==> src/hdl/adc_cfg_defs.vh <==
// Constants for the converter configuration register bank.
// Assumes an 8-bit serial command byte: op[7:5], multi[4], addr[3:0].
`ifndef ADC_CFG_DEFS_VH
`define ADC_CFG_DEFS_VH

// Register addresses
`define ADDR_PRIMARY_CONFIG   4'h0
`define ADDR_TIMING_CONFIG    4'h1
`define ADDR_FIXED_INPUT_SEL  4'h2
`define ADDR_DIFF_SCAN_SEL    4'h3
`define ADDR_SINGLE_SCAN_LO   4'h4
`define ADDR_SINGLE_SCAN_HI   4'h5
`define ADDR_MONITOR_SCAN     4'h6
`define ADDR_PORT_DIRECTION   4'h7
`define ADDR_PORT_VALUE       4'h8
`define ADDR_PART_SIGNATURE   4'h9
`define ADDR_LAST             4'h9

// Reset values
`define RST_PRIMARY_CONFIG    8'h0a
`define RST_TIMING_CONFIG     8'h83
`define RST_FIXED_INPUT_SEL   8'h00
`define RST_DIFF_SCAN_SEL     8'h00
`define RST_SINGLE_SCAN_LO    8'hff
`define RST_SINGLE_SCAN_HI    8'hff
`define RST_MONITOR_SCAN      8'h00
`define RST_PORT_DIRECTION    8'hff
`define RST_PORT_VALUE        8'h00

// Writable-bit masks (zero bits always store and read as zero)
`define MASK_PRIMARY_CONFIG   8'h7e
`define MASK_MONITOR_SCAN     8'h3d

// Primary configuration fields
`define BIT_IDLE_TIMEOUT_SEL  6
`define BIT_SCAN_OR_FIXED     5
`define BIT_EXT_PATH_SEL      4
`define BIT_CLOCK_OUT_EN      3
`define BIT_CHOP_EN           2
`define BIT_STATUS_EN         1

// Timing configuration fields
`define BIT_IDLE_POWER_SEL    7
`define MSB_SETTLE_DELAY      6
`define LSB_SETTLE_DELAY      4
`define MSB_BIAS_CURRENT      3
`define LSB_BIAS_CURRENT      2
`define MSB_CONV_RATE         1
`define LSB_CONV_RATE         0

// Command opcodes
`define OP_REG_READ           3'h2
`define OP_REG_WRITE          3'h3

// Serial idle timeouts in master-clock cycles
`define IDLE_TIMEOUT_LONG     13'd4096
`define IDLE_TIMEOUT_SHORT    13'd256

`endif

==> src/hdl/adc_config_register_bank.v <==
// Configuration register bank of a multiplexed converter with its serial
// command port. Assumes the serial clock idles low, input bits are taken on
// its rising edge and output bits change on its falling edge. All pins are
// sampled by sys_clk, which must run well above twice the serial clock.
//
// Notes on behaviour
// - Command address field selects one of ten registers at addresses 0..9.
// - Primary config resets to 0x0a; bits 7 and 0 stay zero.
// - Serial clock idle 4096 or 256 cycles resets only the serial port.
// - Bit 5 picks scan mode when 0, fixed-channel mode when 1.
// - Scan mode uses the four scan selects, ignores the fixed select.
// - Fixed mode uses the fixed select, ignores scan selects and monitors.
// - Bit 4 picks internal mux path when 0, external inputs when 1.
// - Temperature, supply, gain, reference always internal; offset follows bit 4.
// - Bit 3 drives the clock pin output when 1, default on.
// - Clock source pin high makes clock pin input only, enable ignored.
// - Bit 2 enables external-loop chopping when 1, default off.
// - Bit 1 gates status byte only for direct reads in scan mode.
// - Fixed mode: command reads keep status byte, direct reads drop it.
// - Timing config bit 7 picks standby when 0, sleep when 1.
// - Bits 6..4 set settle delay after channel switch, default zero.
// - Multi-register access increments address, ends after address nine.
`timescale 1ns/10ps
`include "adc_cfg_defs.vh"

module adc_config_register_bank #(
    parameter [7:0] SIGNATURE = 8'h5a  // Arbitrary part signature value
) (
    input  wire       sys_clk_i,
    input  wire       reset_n_i,
    input  wire       cs_n_i,
    input  wire       sclk_i,
    input  wire       sdi_i,
    input  wire       clock_source_pin_i,
    input  wire       internal_reading_i,
    output reg        sdo_o,
    output reg        sdo_oe_o,
    output reg        iface_idle_timeout_select_o,
    output reg        scan_or_fixed_select_o,
    output reg        conv_path_external_o,
    output reg        clock_pin_oe_o,
    output reg        chop_enable_o,
    output reg        direct_read_status_o,
    output reg        idle_power_select_o,
    output reg  [2:0] settle_delay_field_o,
    output reg  [1:0] bias_current_field_o,
    output reg  [1:0] conversion_rate_field_o,
    output reg  [3:0] positive_input_code_o,
    output reg  [3:0] negative_input_code_o,
    output reg  [7:0] diff_scan_mask_o,
    output reg  [15:0] single_scan_mask_o,
    output reg  [7:0] monitor_scan_mask_o,
    output reg  [7:0] port_direction_o,
    output reg  [7:0] port_value_o
);

    // One-hot states of the serial command decoder
    localparam [2:0] ST_CMD    = 3'b001;
    localparam [2:0] ST_DATA   = 3'b010;
    localparam [2:0] ST_IGNORE = 3'b100;

    // Stored registers, one per address below the signature
    reg [7:0] regs_q [0:8];

    // Pin synchronisers: stage 1 feeds only stage 2
    reg [3:0] sync1_q;
    reg [3:0] sync2_q;
    reg       sclk_prev_q;
    wire      sclk_s  = sync2_q[0];
    wire      cs_n_s  = sync2_q[1];
    wire      sdi_s   = sync2_q[2];
    wire      clksrc_s = sync2_q[3];
    wire      sclk_rise = sclk_s & ~sclk_prev_q;
    wire      sclk_fall = ~sclk_s & sclk_prev_q;

    // Serial engine state
    reg [2:0]  state_q;
    reg [2:0]  bit_cnt_q;
    reg [7:0]  rx_shift_q;
    reg [7:0]  tx_shift_q;
    reg [3:0]  addr_q;
    reg        multi_q;
    reg        is_write_q;
    reg [12:0] idle_cnt_q;

    wire [7:0] rx_byte = {rx_shift_q[6:0], sdi_s};
    wire       byte_done = sclk_rise & (bit_cnt_q == 3'h7);
    wire [12:0] idle_limit = regs_q[0][`BIT_IDLE_TIMEOUT_SEL] ?
                             `IDLE_TIMEOUT_SHORT : `IDLE_TIMEOUT_LONG;
    wire       idle_expired = (idle_cnt_q == idle_limit - 13'd1);
    wire       iface_reset = cs_n_s | idle_expired;

    // Read-back value of any address; out of range reads as zero
    function [7:0] read_reg;
        input [3:0] a;
        begin
            if (a == `ADDR_PART_SIGNATURE)
                read_reg = SIGNATURE;
            else if (a < `ADDR_PART_SIGNATURE)
                read_reg = regs_q[a];
            else
                read_reg = 8'h00;
        end
    endfunction

    // Writable bits of each address; zero bits can never be set
    function [7:0] write_mask;
        input [3:0] a;
        begin
            case (a)
                `ADDR_PRIMARY_CONFIG: write_mask = `MASK_PRIMARY_CONFIG;
                `ADDR_MONITOR_SCAN:   write_mask = `MASK_MONITOR_SCAN;
                default:              write_mask = 8'hff;
            endcase
        end
    endfunction

    // Double-flop every pin except reset_n_i and internal_reading_i before use
    always @(posedge sys_clk_i)
    begin
        if (!reset_n_i)
        begin
            sync1_q     <= 4'h2;
            sync2_q     <= 4'h2;
            sclk_prev_q <= 1'b0;
        end
        else
        begin
            sync1_q     <= {clock_source_pin_i, sdi_i, cs_n_i, sclk_i};
            sync2_q     <= sync1_q;
            sclk_prev_q <= sclk_s;
        end
    end

    // Idle timer restarts on any serial clock edge or while deselected
    always @(posedge sys_clk_i)
    begin
        if (!reset_n_i)
            idle_cnt_q <= 13'h0000;
        else if (cs_n_s || sclk_rise || sclk_fall || idle_expired)
            idle_cnt_q <= 13'h0000;
        else
            idle_cnt_q <= idle_cnt_q + 13'd1;
    end

    // Serial command decoder; a timeout clears only this engine
    always @(posedge sys_clk_i)
    begin
        if (!reset_n_i)
        begin
            state_q    <= ST_CMD;
            bit_cnt_q  <= 3'h0;
            rx_shift_q <= 8'h00;
            tx_shift_q <= 8'h00;
            addr_q     <= 4'h0;
            multi_q    <= 1'b0;
            is_write_q <= 1'b0;
        end
        else if (iface_reset)
        begin
            state_q   <= ST_CMD;
            bit_cnt_q <= 3'h0;
            tx_shift_q <= 8'h00;
        end
        else
        begin
            if (sclk_rise)
            begin
                bit_cnt_q  <= bit_cnt_q + 3'h1;
                rx_shift_q <= rx_byte;
            end
            if (sclk_fall && bit_cnt_q != 3'h0)
                tx_shift_q <= {tx_shift_q[6:0], 1'b0};
            if (byte_done)
            begin
                case (state_q)
                    ST_CMD:
                    begin
                        addr_q     <= rx_byte[3:0];
                        multi_q    <= rx_byte[4];
                        is_write_q <= (rx_byte[7:5] == `OP_REG_WRITE);
                        tx_shift_q <= read_reg(rx_byte[3:0]);
                        if (rx_byte[7:5] == `OP_REG_READ ||
                            rx_byte[7:5] == `OP_REG_WRITE)
                            state_q <= ST_DATA;
                        else
                            state_q <= ST_IGNORE;
                    end
                    ST_DATA:
                    begin
                        // Next address is prefetched so its MSB is ready
                        if (multi_q && addr_q < `ADDR_LAST)
                        begin
                            addr_q     <= addr_q + 4'h1;
                            tx_shift_q <= read_reg(addr_q + 4'h1);
                        end
                        else
                        begin
                            state_q    <= ST_CMD;
                            tx_shift_q <= 8'h00;
                        end
                    end
                    ST_IGNORE:
                        state_q <= ST_IGNORE;
                    default:
                        state_q <= ST_CMD;
                endcase
            end
        end
    end

    // Register writes land when a data byte completes
    always @(posedge sys_clk_i)
    begin
        if (!reset_n_i)
        begin
            regs_q[0] <= `RST_PRIMARY_CONFIG;
            regs_q[1] <= `RST_TIMING_CONFIG;
            regs_q[2] <= `RST_FIXED_INPUT_SEL;
            regs_q[3] <= `RST_DIFF_SCAN_SEL;
            regs_q[4] <= `RST_SINGLE_SCAN_LO;
            regs_q[5] <= `RST_SINGLE_SCAN_HI;
            regs_q[6] <= `RST_MONITOR_SCAN;
            regs_q[7] <= `RST_PORT_DIRECTION;
            regs_q[8] <= `RST_PORT_VALUE;
        end
        else if (!iface_reset && byte_done && state_q == ST_DATA &&
                 is_write_q && addr_q < `ADDR_PART_SIGNATURE)
            regs_q[addr_q] <= rx_byte & write_mask(addr_q);
    end

    // Serial output drives only while selected
    always @(posedge sys_clk_i)
    begin
        if (!reset_n_i)
        begin
            sdo_o    <= 1'b0;
            sdo_oe_o <= 1'b0;
        end
        else
        begin
            sdo_o    <= tx_shift_q[7];
            sdo_oe_o <= ~cs_n_s;
        end
    end

    // Decoded controls for the converter, all registered
    always @(posedge sys_clk_i)
    begin
        if (!reset_n_i)
        begin
            iface_idle_timeout_select_o <= 1'b0;
            scan_or_fixed_select_o      <= 1'b0;
            conv_path_external_o        <= 1'b0;
            clock_pin_oe_o              <= 1'b0;
            chop_enable_o               <= 1'b0;
            direct_read_status_o        <= 1'b0;
            idle_power_select_o         <= 1'b0;
            settle_delay_field_o        <= 3'h0;
            bias_current_field_o        <= 2'h0;
            conversion_rate_field_o     <= 2'h0;
            positive_input_code_o       <= 4'h0;
            negative_input_code_o       <= 4'h0;
            diff_scan_mask_o            <= 8'h00;
            single_scan_mask_o          <= 16'h0000;
            monitor_scan_mask_o         <= 8'h00;
            port_direction_o            <= 8'h00;
            port_value_o                <= 8'h00;
        end
        else
        begin
            iface_idle_timeout_select_o <=
                regs_q[0][`BIT_IDLE_TIMEOUT_SEL];
            scan_or_fixed_select_o <= regs_q[0][`BIT_SCAN_OR_FIXED];
            // Monitor readings other than offset never take external path
            conv_path_external_o <= regs_q[0][`BIT_EXT_PATH_SEL] &
                                    ~internal_reading_i;
            // External clock source turns the pin into an input only
            clock_pin_oe_o <= regs_q[0][`BIT_CLOCK_OUT_EN] &
                              ~clksrc_s;
            chop_enable_o <= regs_q[0][`BIT_CHOP_EN];
            // Status byte on direct reads: scan mode and enable bit only
            direct_read_status_o <= regs_q[0][`BIT_STATUS_EN] &
                ~regs_q[0][`BIT_SCAN_OR_FIXED];
            idle_power_select_o <= regs_q[1][`BIT_IDLE_POWER_SEL];
            settle_delay_field_o <=
                regs_q[1][`MSB_SETTLE_DELAY:`LSB_SETTLE_DELAY];
            bias_current_field_o <=
                regs_q[1][`MSB_BIAS_CURRENT:`LSB_BIAS_CURRENT];
            conversion_rate_field_o <=
                regs_q[1][`MSB_CONV_RATE:`LSB_CONV_RATE];
            if (regs_q[0][`BIT_SCAN_OR_FIXED])
            begin
                // Fixed mode: scan selects and monitors are masked off
                positive_input_code_o <= regs_q[2][7:4];
                negative_input_code_o <= regs_q[2][3:0];
                diff_scan_mask_o      <= 8'h00;
                single_scan_mask_o    <= 16'h0000;
                monitor_scan_mask_o   <= 8'h00;
            end
            else
            begin
                positive_input_code_o <= 4'h0;
                negative_input_code_o <= 4'h0;
                diff_scan_mask_o      <= regs_q[3];
                single_scan_mask_o    <= {regs_q[5], regs_q[4]};
                monitor_scan_mask_o   <= regs_q[6];
            end
            port_direction_o <= regs_q[7];
            port_value_o     <= regs_q[8];
        end
    end

endmodule // adc_config_register_bank

==> config.mk <==
export PLATFORM = sky130hd
export DESIGN_NAME = adc_config_register_bank
export DESIGN_NICKNAME = d
export VERILOG_FILES = /design/src/hdl/adc_config_register_bank.v
export VERILOG_INCLUDE_DIRS = /design/src /design/src/hdl
export SDC_FILE = /design/constraint.sdc
export NUM_CORES = 1
export LEC_CHECK = 0
export BUFFER_PORTS_ARGS = -buffer_cell sky130_fd_sc_hd__buf_4
export CORE_MARGIN = 1.5
export CORE_UTILIZATION = 50
export CTS_BUF_LIST = sky130_fd_sc_hd__clkbuf_8
export DETAILED_ROUTE_END_ITERATION = 12
export GPL_ROUTABILITY_DRIVEN = 1
export PLACE_DENSITY = 0.79
export SLEW_MARGIN = 20
export SYNTH_ARGS = -nofsm -noshare
export SYNTH_HDL_FRONTEND = slang
export SYNTH_SLANG_ARGS = --single-unit
==> constraint.sdc <==
create_clock -name sys_clk_i -period 5.6 [get_ports sys_clk_i]
set_clock_uncertainty 0.1 [all_clocks]
set_input_delay 1.12 -clock sys_clk_i [delete_from_list [all_inputs] [get_ports sys_clk_i]]
set_output_delay 1.12 -clock sys_clk_i [all_outputs]
set_load 0.1 [all_outputs]
# Word level (Yosys, flattened, before mapping)
# Memory sizes are Yosys's and may differ from the RTL's. A register that Yosys moved wholly into a read port is not among the register bits.
# Cells that the tools add are included.
# Widths: inputs -> output; s select.
# totals
register_bits	57
ramBits	72
output_inout_bits	72
elab_cells	106
n_memories	1
# mem_list
memory	depth	word_bits	rd	rd_ports_with_merged_regs	wr	line	source
regs_q	9	8	11	8	9	adc_config_register_bank.v:63	reg [7:0] regs_q [0:8];
# op_classes
add_sub_neg	4
magnitude_cmp	3
n_eq_ne	12
muxes	24
n_bitwise	16
n_reduce_logical	27
# op_table
operator	count
$mux 8	10
$pmux 8 s2	2
$add 13x1->13 const B	1
$eq 13x13->1	1
$mux 13	1
$sub 13x1->13 const B	1
$lt 4x4->1 const B	3
$eq 3x2->1 const B	3
$pmux 3 s3	1
$and 8x8->8	1
$eq 4x4->1 const B	2
$mux 4	2
$not 1->1	8
$pmux 4 s2	1
$reduce_or 8->1	1
$and 1x1->1	6
$eq 3x3->1 const B	2
$logic_and 1x1->1	6
$mux 3	2
$reduce_and 2->1	3
$reduce_or 2->1	3
$logic_not 1->1	5
$mux 1	5
$add 4x1->4 const B	1
11 further kinds	15

# Logic depth before layout (Yosys ltp)
# logic_depth
depth_word	14
depth_mapped	13

# Worst setup path before layout
# No wires, ideal clock.
# synth_path
path_kind	flip-flop to flip-flop
start	reg addr_q[0]
end	reg tx_shift_q[7]
setup_ns	0.137
t_arrival_ns	3.147
required_ns	5.363
setup_slack_ns	2.216
stages_incl_launch_ff	12
path_cell_list	dfxtp_1 buf_2 buf_2 buf_2 inv_1 ha_1 buf_2 buf_2 clkbuf_1 mux4_2 a2111oi_0 a211oi_1
# synth_between
elab_chain_cells	7
word_cells_on_any_way	11
classes_between	1 x add/sub; 2 x order compare; 1 x eq/ne; 5 x mux; 1 x reduce/logical; 1 x memory
# synth_lines
item	line	source
start, declared	adc_config_register_bank.v:81	reg [3:0] addr_q;
start signal, assigned	adc_config_register_bank.v:179	addr_q <= rx_byte[3:0];
start signal, assigned	adc_config_register_bank.v:194	addr_q <= addr_q + 4'h1;
$add 4x1->4	adc_config_register_bank.v:195	tx_shift_q <= read_reg(addr_q + 4'h1);
$mem_v2 9x8 / $lt 4x4->1 (equally long branches)	n/a	
$mux 8	adc_config_register_bank.v:99	else if (a < `ADDR_PART_SIGNATURE)
$mux 8	adc_config_register_bank.v:97	if (a == `ADDR_PART_SIGNATURE)
$mux 8 *	adc_config_register_bank.v:192	if (multi_q && addr_q < `ADDR_LAST)
$pmux 8 s2 *	adc_config_register_bank.v:176	case (state_q)
$mux 8 *	adc_config_register_bank.v:174	if (byte_done)
end signal, assigned	adc_config_register_bank.v:173	tx_shift_q <= {tx_shift_q[6:0], 1'b0};
end signal, assigned	adc_config_register_bank.v:182	tx_shift_q <= read_reg(rx_byte[3:0]);
end signal, assigned	adc_config_register_bank.v:195	
end, declared	adc_config_register_bank.v:80	reg [7:0] tx_shift_q;
# Every way passes the cells marked *; elsewhere a longest branch is shown, timed or not.
# A chain may end at the register's enable or synchronous reset.

# Worst setup path in the final report
# layout_path
start	reg addr_q[1]
end	reg tx_shift_q[7]
# The elaborated chain is that of the path after synthesis.

==> impl_metrics.ini <==
[sta]
hold_ws_ns = 0.280
max_freq_mhz = 269
fin_crit_sh = 0.664
finalHoldViolCount = 0
finalCriticalPeriod_ns = 3.72
maxSlewViolCount = 0
timing.slew.headroom = 0.163
worstMarginPinSlew_ns = 1.22
setup_violations = 0
final.setup.tns_ns = 0
rsz0062_at_grt = no

[worst_setup_path]
required_ns = 5.84
critPathKind = register to register
r2r_setup_slack_ns = 1.88
worstPathMaxFanout = 19
cp.arrival_ns = 3.96
endpoint_kind = register
start_kind = register

[cells_and_area]
diodes = 0
nets = 862
seqCellArea_um2 = 5310
fillers = 1407
syn2layout_area_growth_pct = 16.6
multi_input_area_um2 = 3600
drive_gt1_frac = 0.217

[grt]
grt_max_degree = 59
grt_pass1_vias = 6131
overflow = 0
grt_pass1_wl_um = 34800
grt_antenna_before_repair = 0
grtUsageTotal = 0.235

[synthesis]
synth_area_leaders = edfxtp_1 31%, dfxtp_1 26%, mux4_2 8.6%
synth_top_area_frac = 0.314
seq_area_frac_synth = 0.577
ys.flop_type = dfxtp_1
syn_avg_cell_area_um2 = 11.9
syn_inst = 771
synth_edf_count = 96
yosysUniqueCellTypes = 63
yosysTopAreaCell = edfxtp_1
yosys_warnings = 0
synthArstFlopShare = 0
syn-cell-area_um2 = 9190
ys_ff_latch = 217

[cts]
cts_root_buffer = clkbuf_8
cts_buffer_depth = 3
cts_setup_buffers = 0
cts_tree = built
cts_hold_repair.buffers = 0
cts_sinks = 217
cts_resized = 0
numCtsBuffers = 34
h-tree-depth = 2
worstSkewPairLatency_ns = 0.52
clk_pin_slew_ns = 0.07

[power]
vdd_drop_max_mv = 0.316
leakage_uw = 0.00403
power.total_uw = 3560
p_per_area_nw_per_um2 = 332

[floorplan]
rows = 49
die_y_um = 139
ios = 79
die_w_um = 139
start_util = 0.512
core-area_um2 = 18000
die_area_um2 = 19200

[detailed_routing]
highest_layer = met4
m1WireLength_um = 8440
drc = 0
wirelength_um = 22300
post_drt_via_cell_ratio = 5.79
wl_per_cell_um = 20.3
route.met2.wl_um = 10200
ant_nets = 0
num_vias = 6365
drt_iter0_drc = 786
firstDrtPassIters = 6
met3_wirelength_um = 2910

[placement]
io_buffers = 78
place.gp.congestion = 0.914
hpwl_um = 15300

[worst_hold_path]
worstHoldPathType = register to register

[run]
drv_cap = 0

[outcome]
status = completed
==> worst paths after layout <==
path | from | end | depth (start not counted)
setup / recovery | addr_q[1]$_SDFFE_PN0P_ | tx_shift_q[7]$_SDFF_PP0_ | 6
hold reg to reg | sync2_q[3]$_SDFF_PN0_ | clock_pin_oe_o$_SDFF_PN0_ | 1
setup reg to reg | addr_q[1]$_SDFFE_PN0P_ | tx_shift_q[7]$_SDFF_PP0_ | 6
hold / removal | sync2_q[3]$_SDFF_PN0_ | clock_pin_oe_o$_SDFF_PN0_ | 1
==> registers in the layout (all words and copies together), names as in the netlist, 2 cells and up <==
signal,flops
monitor_scan_mask_o,8
positive_input_code_o,4
idle_cnt_q,13
negative_input_code_o,4
addr_q,4
port_value_o,8
bit_cnt_q,3
tx_shift_q,8
port_direction_o,8
conversion_rate_field_o,2
rx_shift_q,7
sync2_q,4
diff_scan_mask_o,8
settle_delay_field_o,3
regs_q,96
state_q,3
single_scan_mask_o,16
bias_current_field_o,2
sync1_q,4
==> logic make-up (layout without fill, tap and decap cells) <==
logic type | count (synthesis) | after routing | share of synthesized area
xor gates and xnor gates | 15 | 15 | 0.0143
adders and majority gates | 9 | 9 | 0.0123
buffers and inverters | 74 | 170 | 0.0343
other | 1 | 5 | 0.000408
DFF | 217 | 217 | 0.577
AOI/OAI and AO/OA | 88 | 88 | 0.0686
and+or+nand+nor | 303 | 303 | 0.175
muxes | 64 | 64 | 0.118
==> worst max-delay path: stages (launching register included) <==
cell       delay [ns]
dfxtp_1          0.44
inv_1            0.12
ha_1             1.00
buf_4            0.34
mux4_2           0.34
a2111oi_0        1.08
a211oi_1         0.09
==> synthesized netlist by cell type (all sizes together), types with 9 or more instances <==
cell type and count:
mux4 35, inv 20, nor3 9, ha 9, xnor2 9, buf 20, clkbuf 33, nand3 10
and3 33, nand2 49, mux2i 28, a21oi 16, nor2 73, nor2b 9, nand2b 20, o21ai 18
edfxtp 96, dfxtp 121, and2 76
==> report_power, final <==
part | total, uW | switching [uW] | internal (uW)
Clock | 1510 | 604 | 906
Sequential | 1750 | 41.8 | 1700
Combinational | 302 | 231 | 71.4
==> cell usage in the layout (no fill, tap or decap), types with 4 or more instances in the layout <==
| cell type | netlist | layout |
|---|---|---|
| dfxtp_1 | 121 | 121 |
| edfxtp_1 | 96 | 96 |
| buf_4 | 4 | 88 |
| and2_1 | 76 | 76 |
| nor2_1 | 73 | 73 |
| nand2_1 | 47 | 47 |
| clkbuf_8 | 0 | 38 |
| mux4_2 | 35 | 35 |
| and3_1 | 33 | 33 |
| mux2i_1 | 27 | 27 |
| inv_1 | 20 | 24 |
| nand2b_1 | 20 | 20 |
| o21ai_0 | 16 | 16 |
| a21oi_1 | 16 | 16 |
| nand3_1 | 10 | 10 |
| nor2b_1 | 9 | 9 |
| xnor2_1 | 9 | 9 |
| nor3_1 | 9 | 9 |
| ha_1 | 9 | 9 |
| clkinv_2 | 0 | 9 |
| o211ai_1 | 8 | 8 |
| a221oi_1 | 7 | 7 |
| xor2_1 | 6 | 6 |
| bufinv_16 | 0 | 6 |
| a211oi_1 | 5 | 5 |
| conb_1 | 1 | 5 |
| clkinv_1 | 1 | 4 |
| o21a_1 | 4 | 4 |
| a21o_1 | 4 | 4 |
==> stage by stage <==
stage          setup slack, ns  instances  instance area [um2]  utilization
4_1_cts                   2.17       1100                10700        0.595
6_report                  1.88       1100                10700        0.597
5_1_grt                   1.83       1100                10700        0.597
2_1_floorplan             2.22        775                 9200            -
3_3_place_gp              1.77       1039                 9910        0.552
3_5_place_dp              1.67       1039                 9910        0.552
==> metal layers <==
metal,GRT usage,vias up
met1,0.315,2964
met3,0.0653,63
met5,0,-
li1,-,2897
met2,0.362,441
met4,0.0992,0
==> area by class of cell <==
cell class | instances | share of cell area
Sequential cell | 217 | 0.495
Multi-Input combinational cell | 484 | 0.336
Timing Repair Buffer | 88 | 0.0616
Clock buffer | 38 | 0.0488
Tap cell | 229 | 0.0267
Clock inverter | 23 | 0.0242
Inverter | 21 | 0.00735
Note: power is estimated with default switching activity, not from simulation.
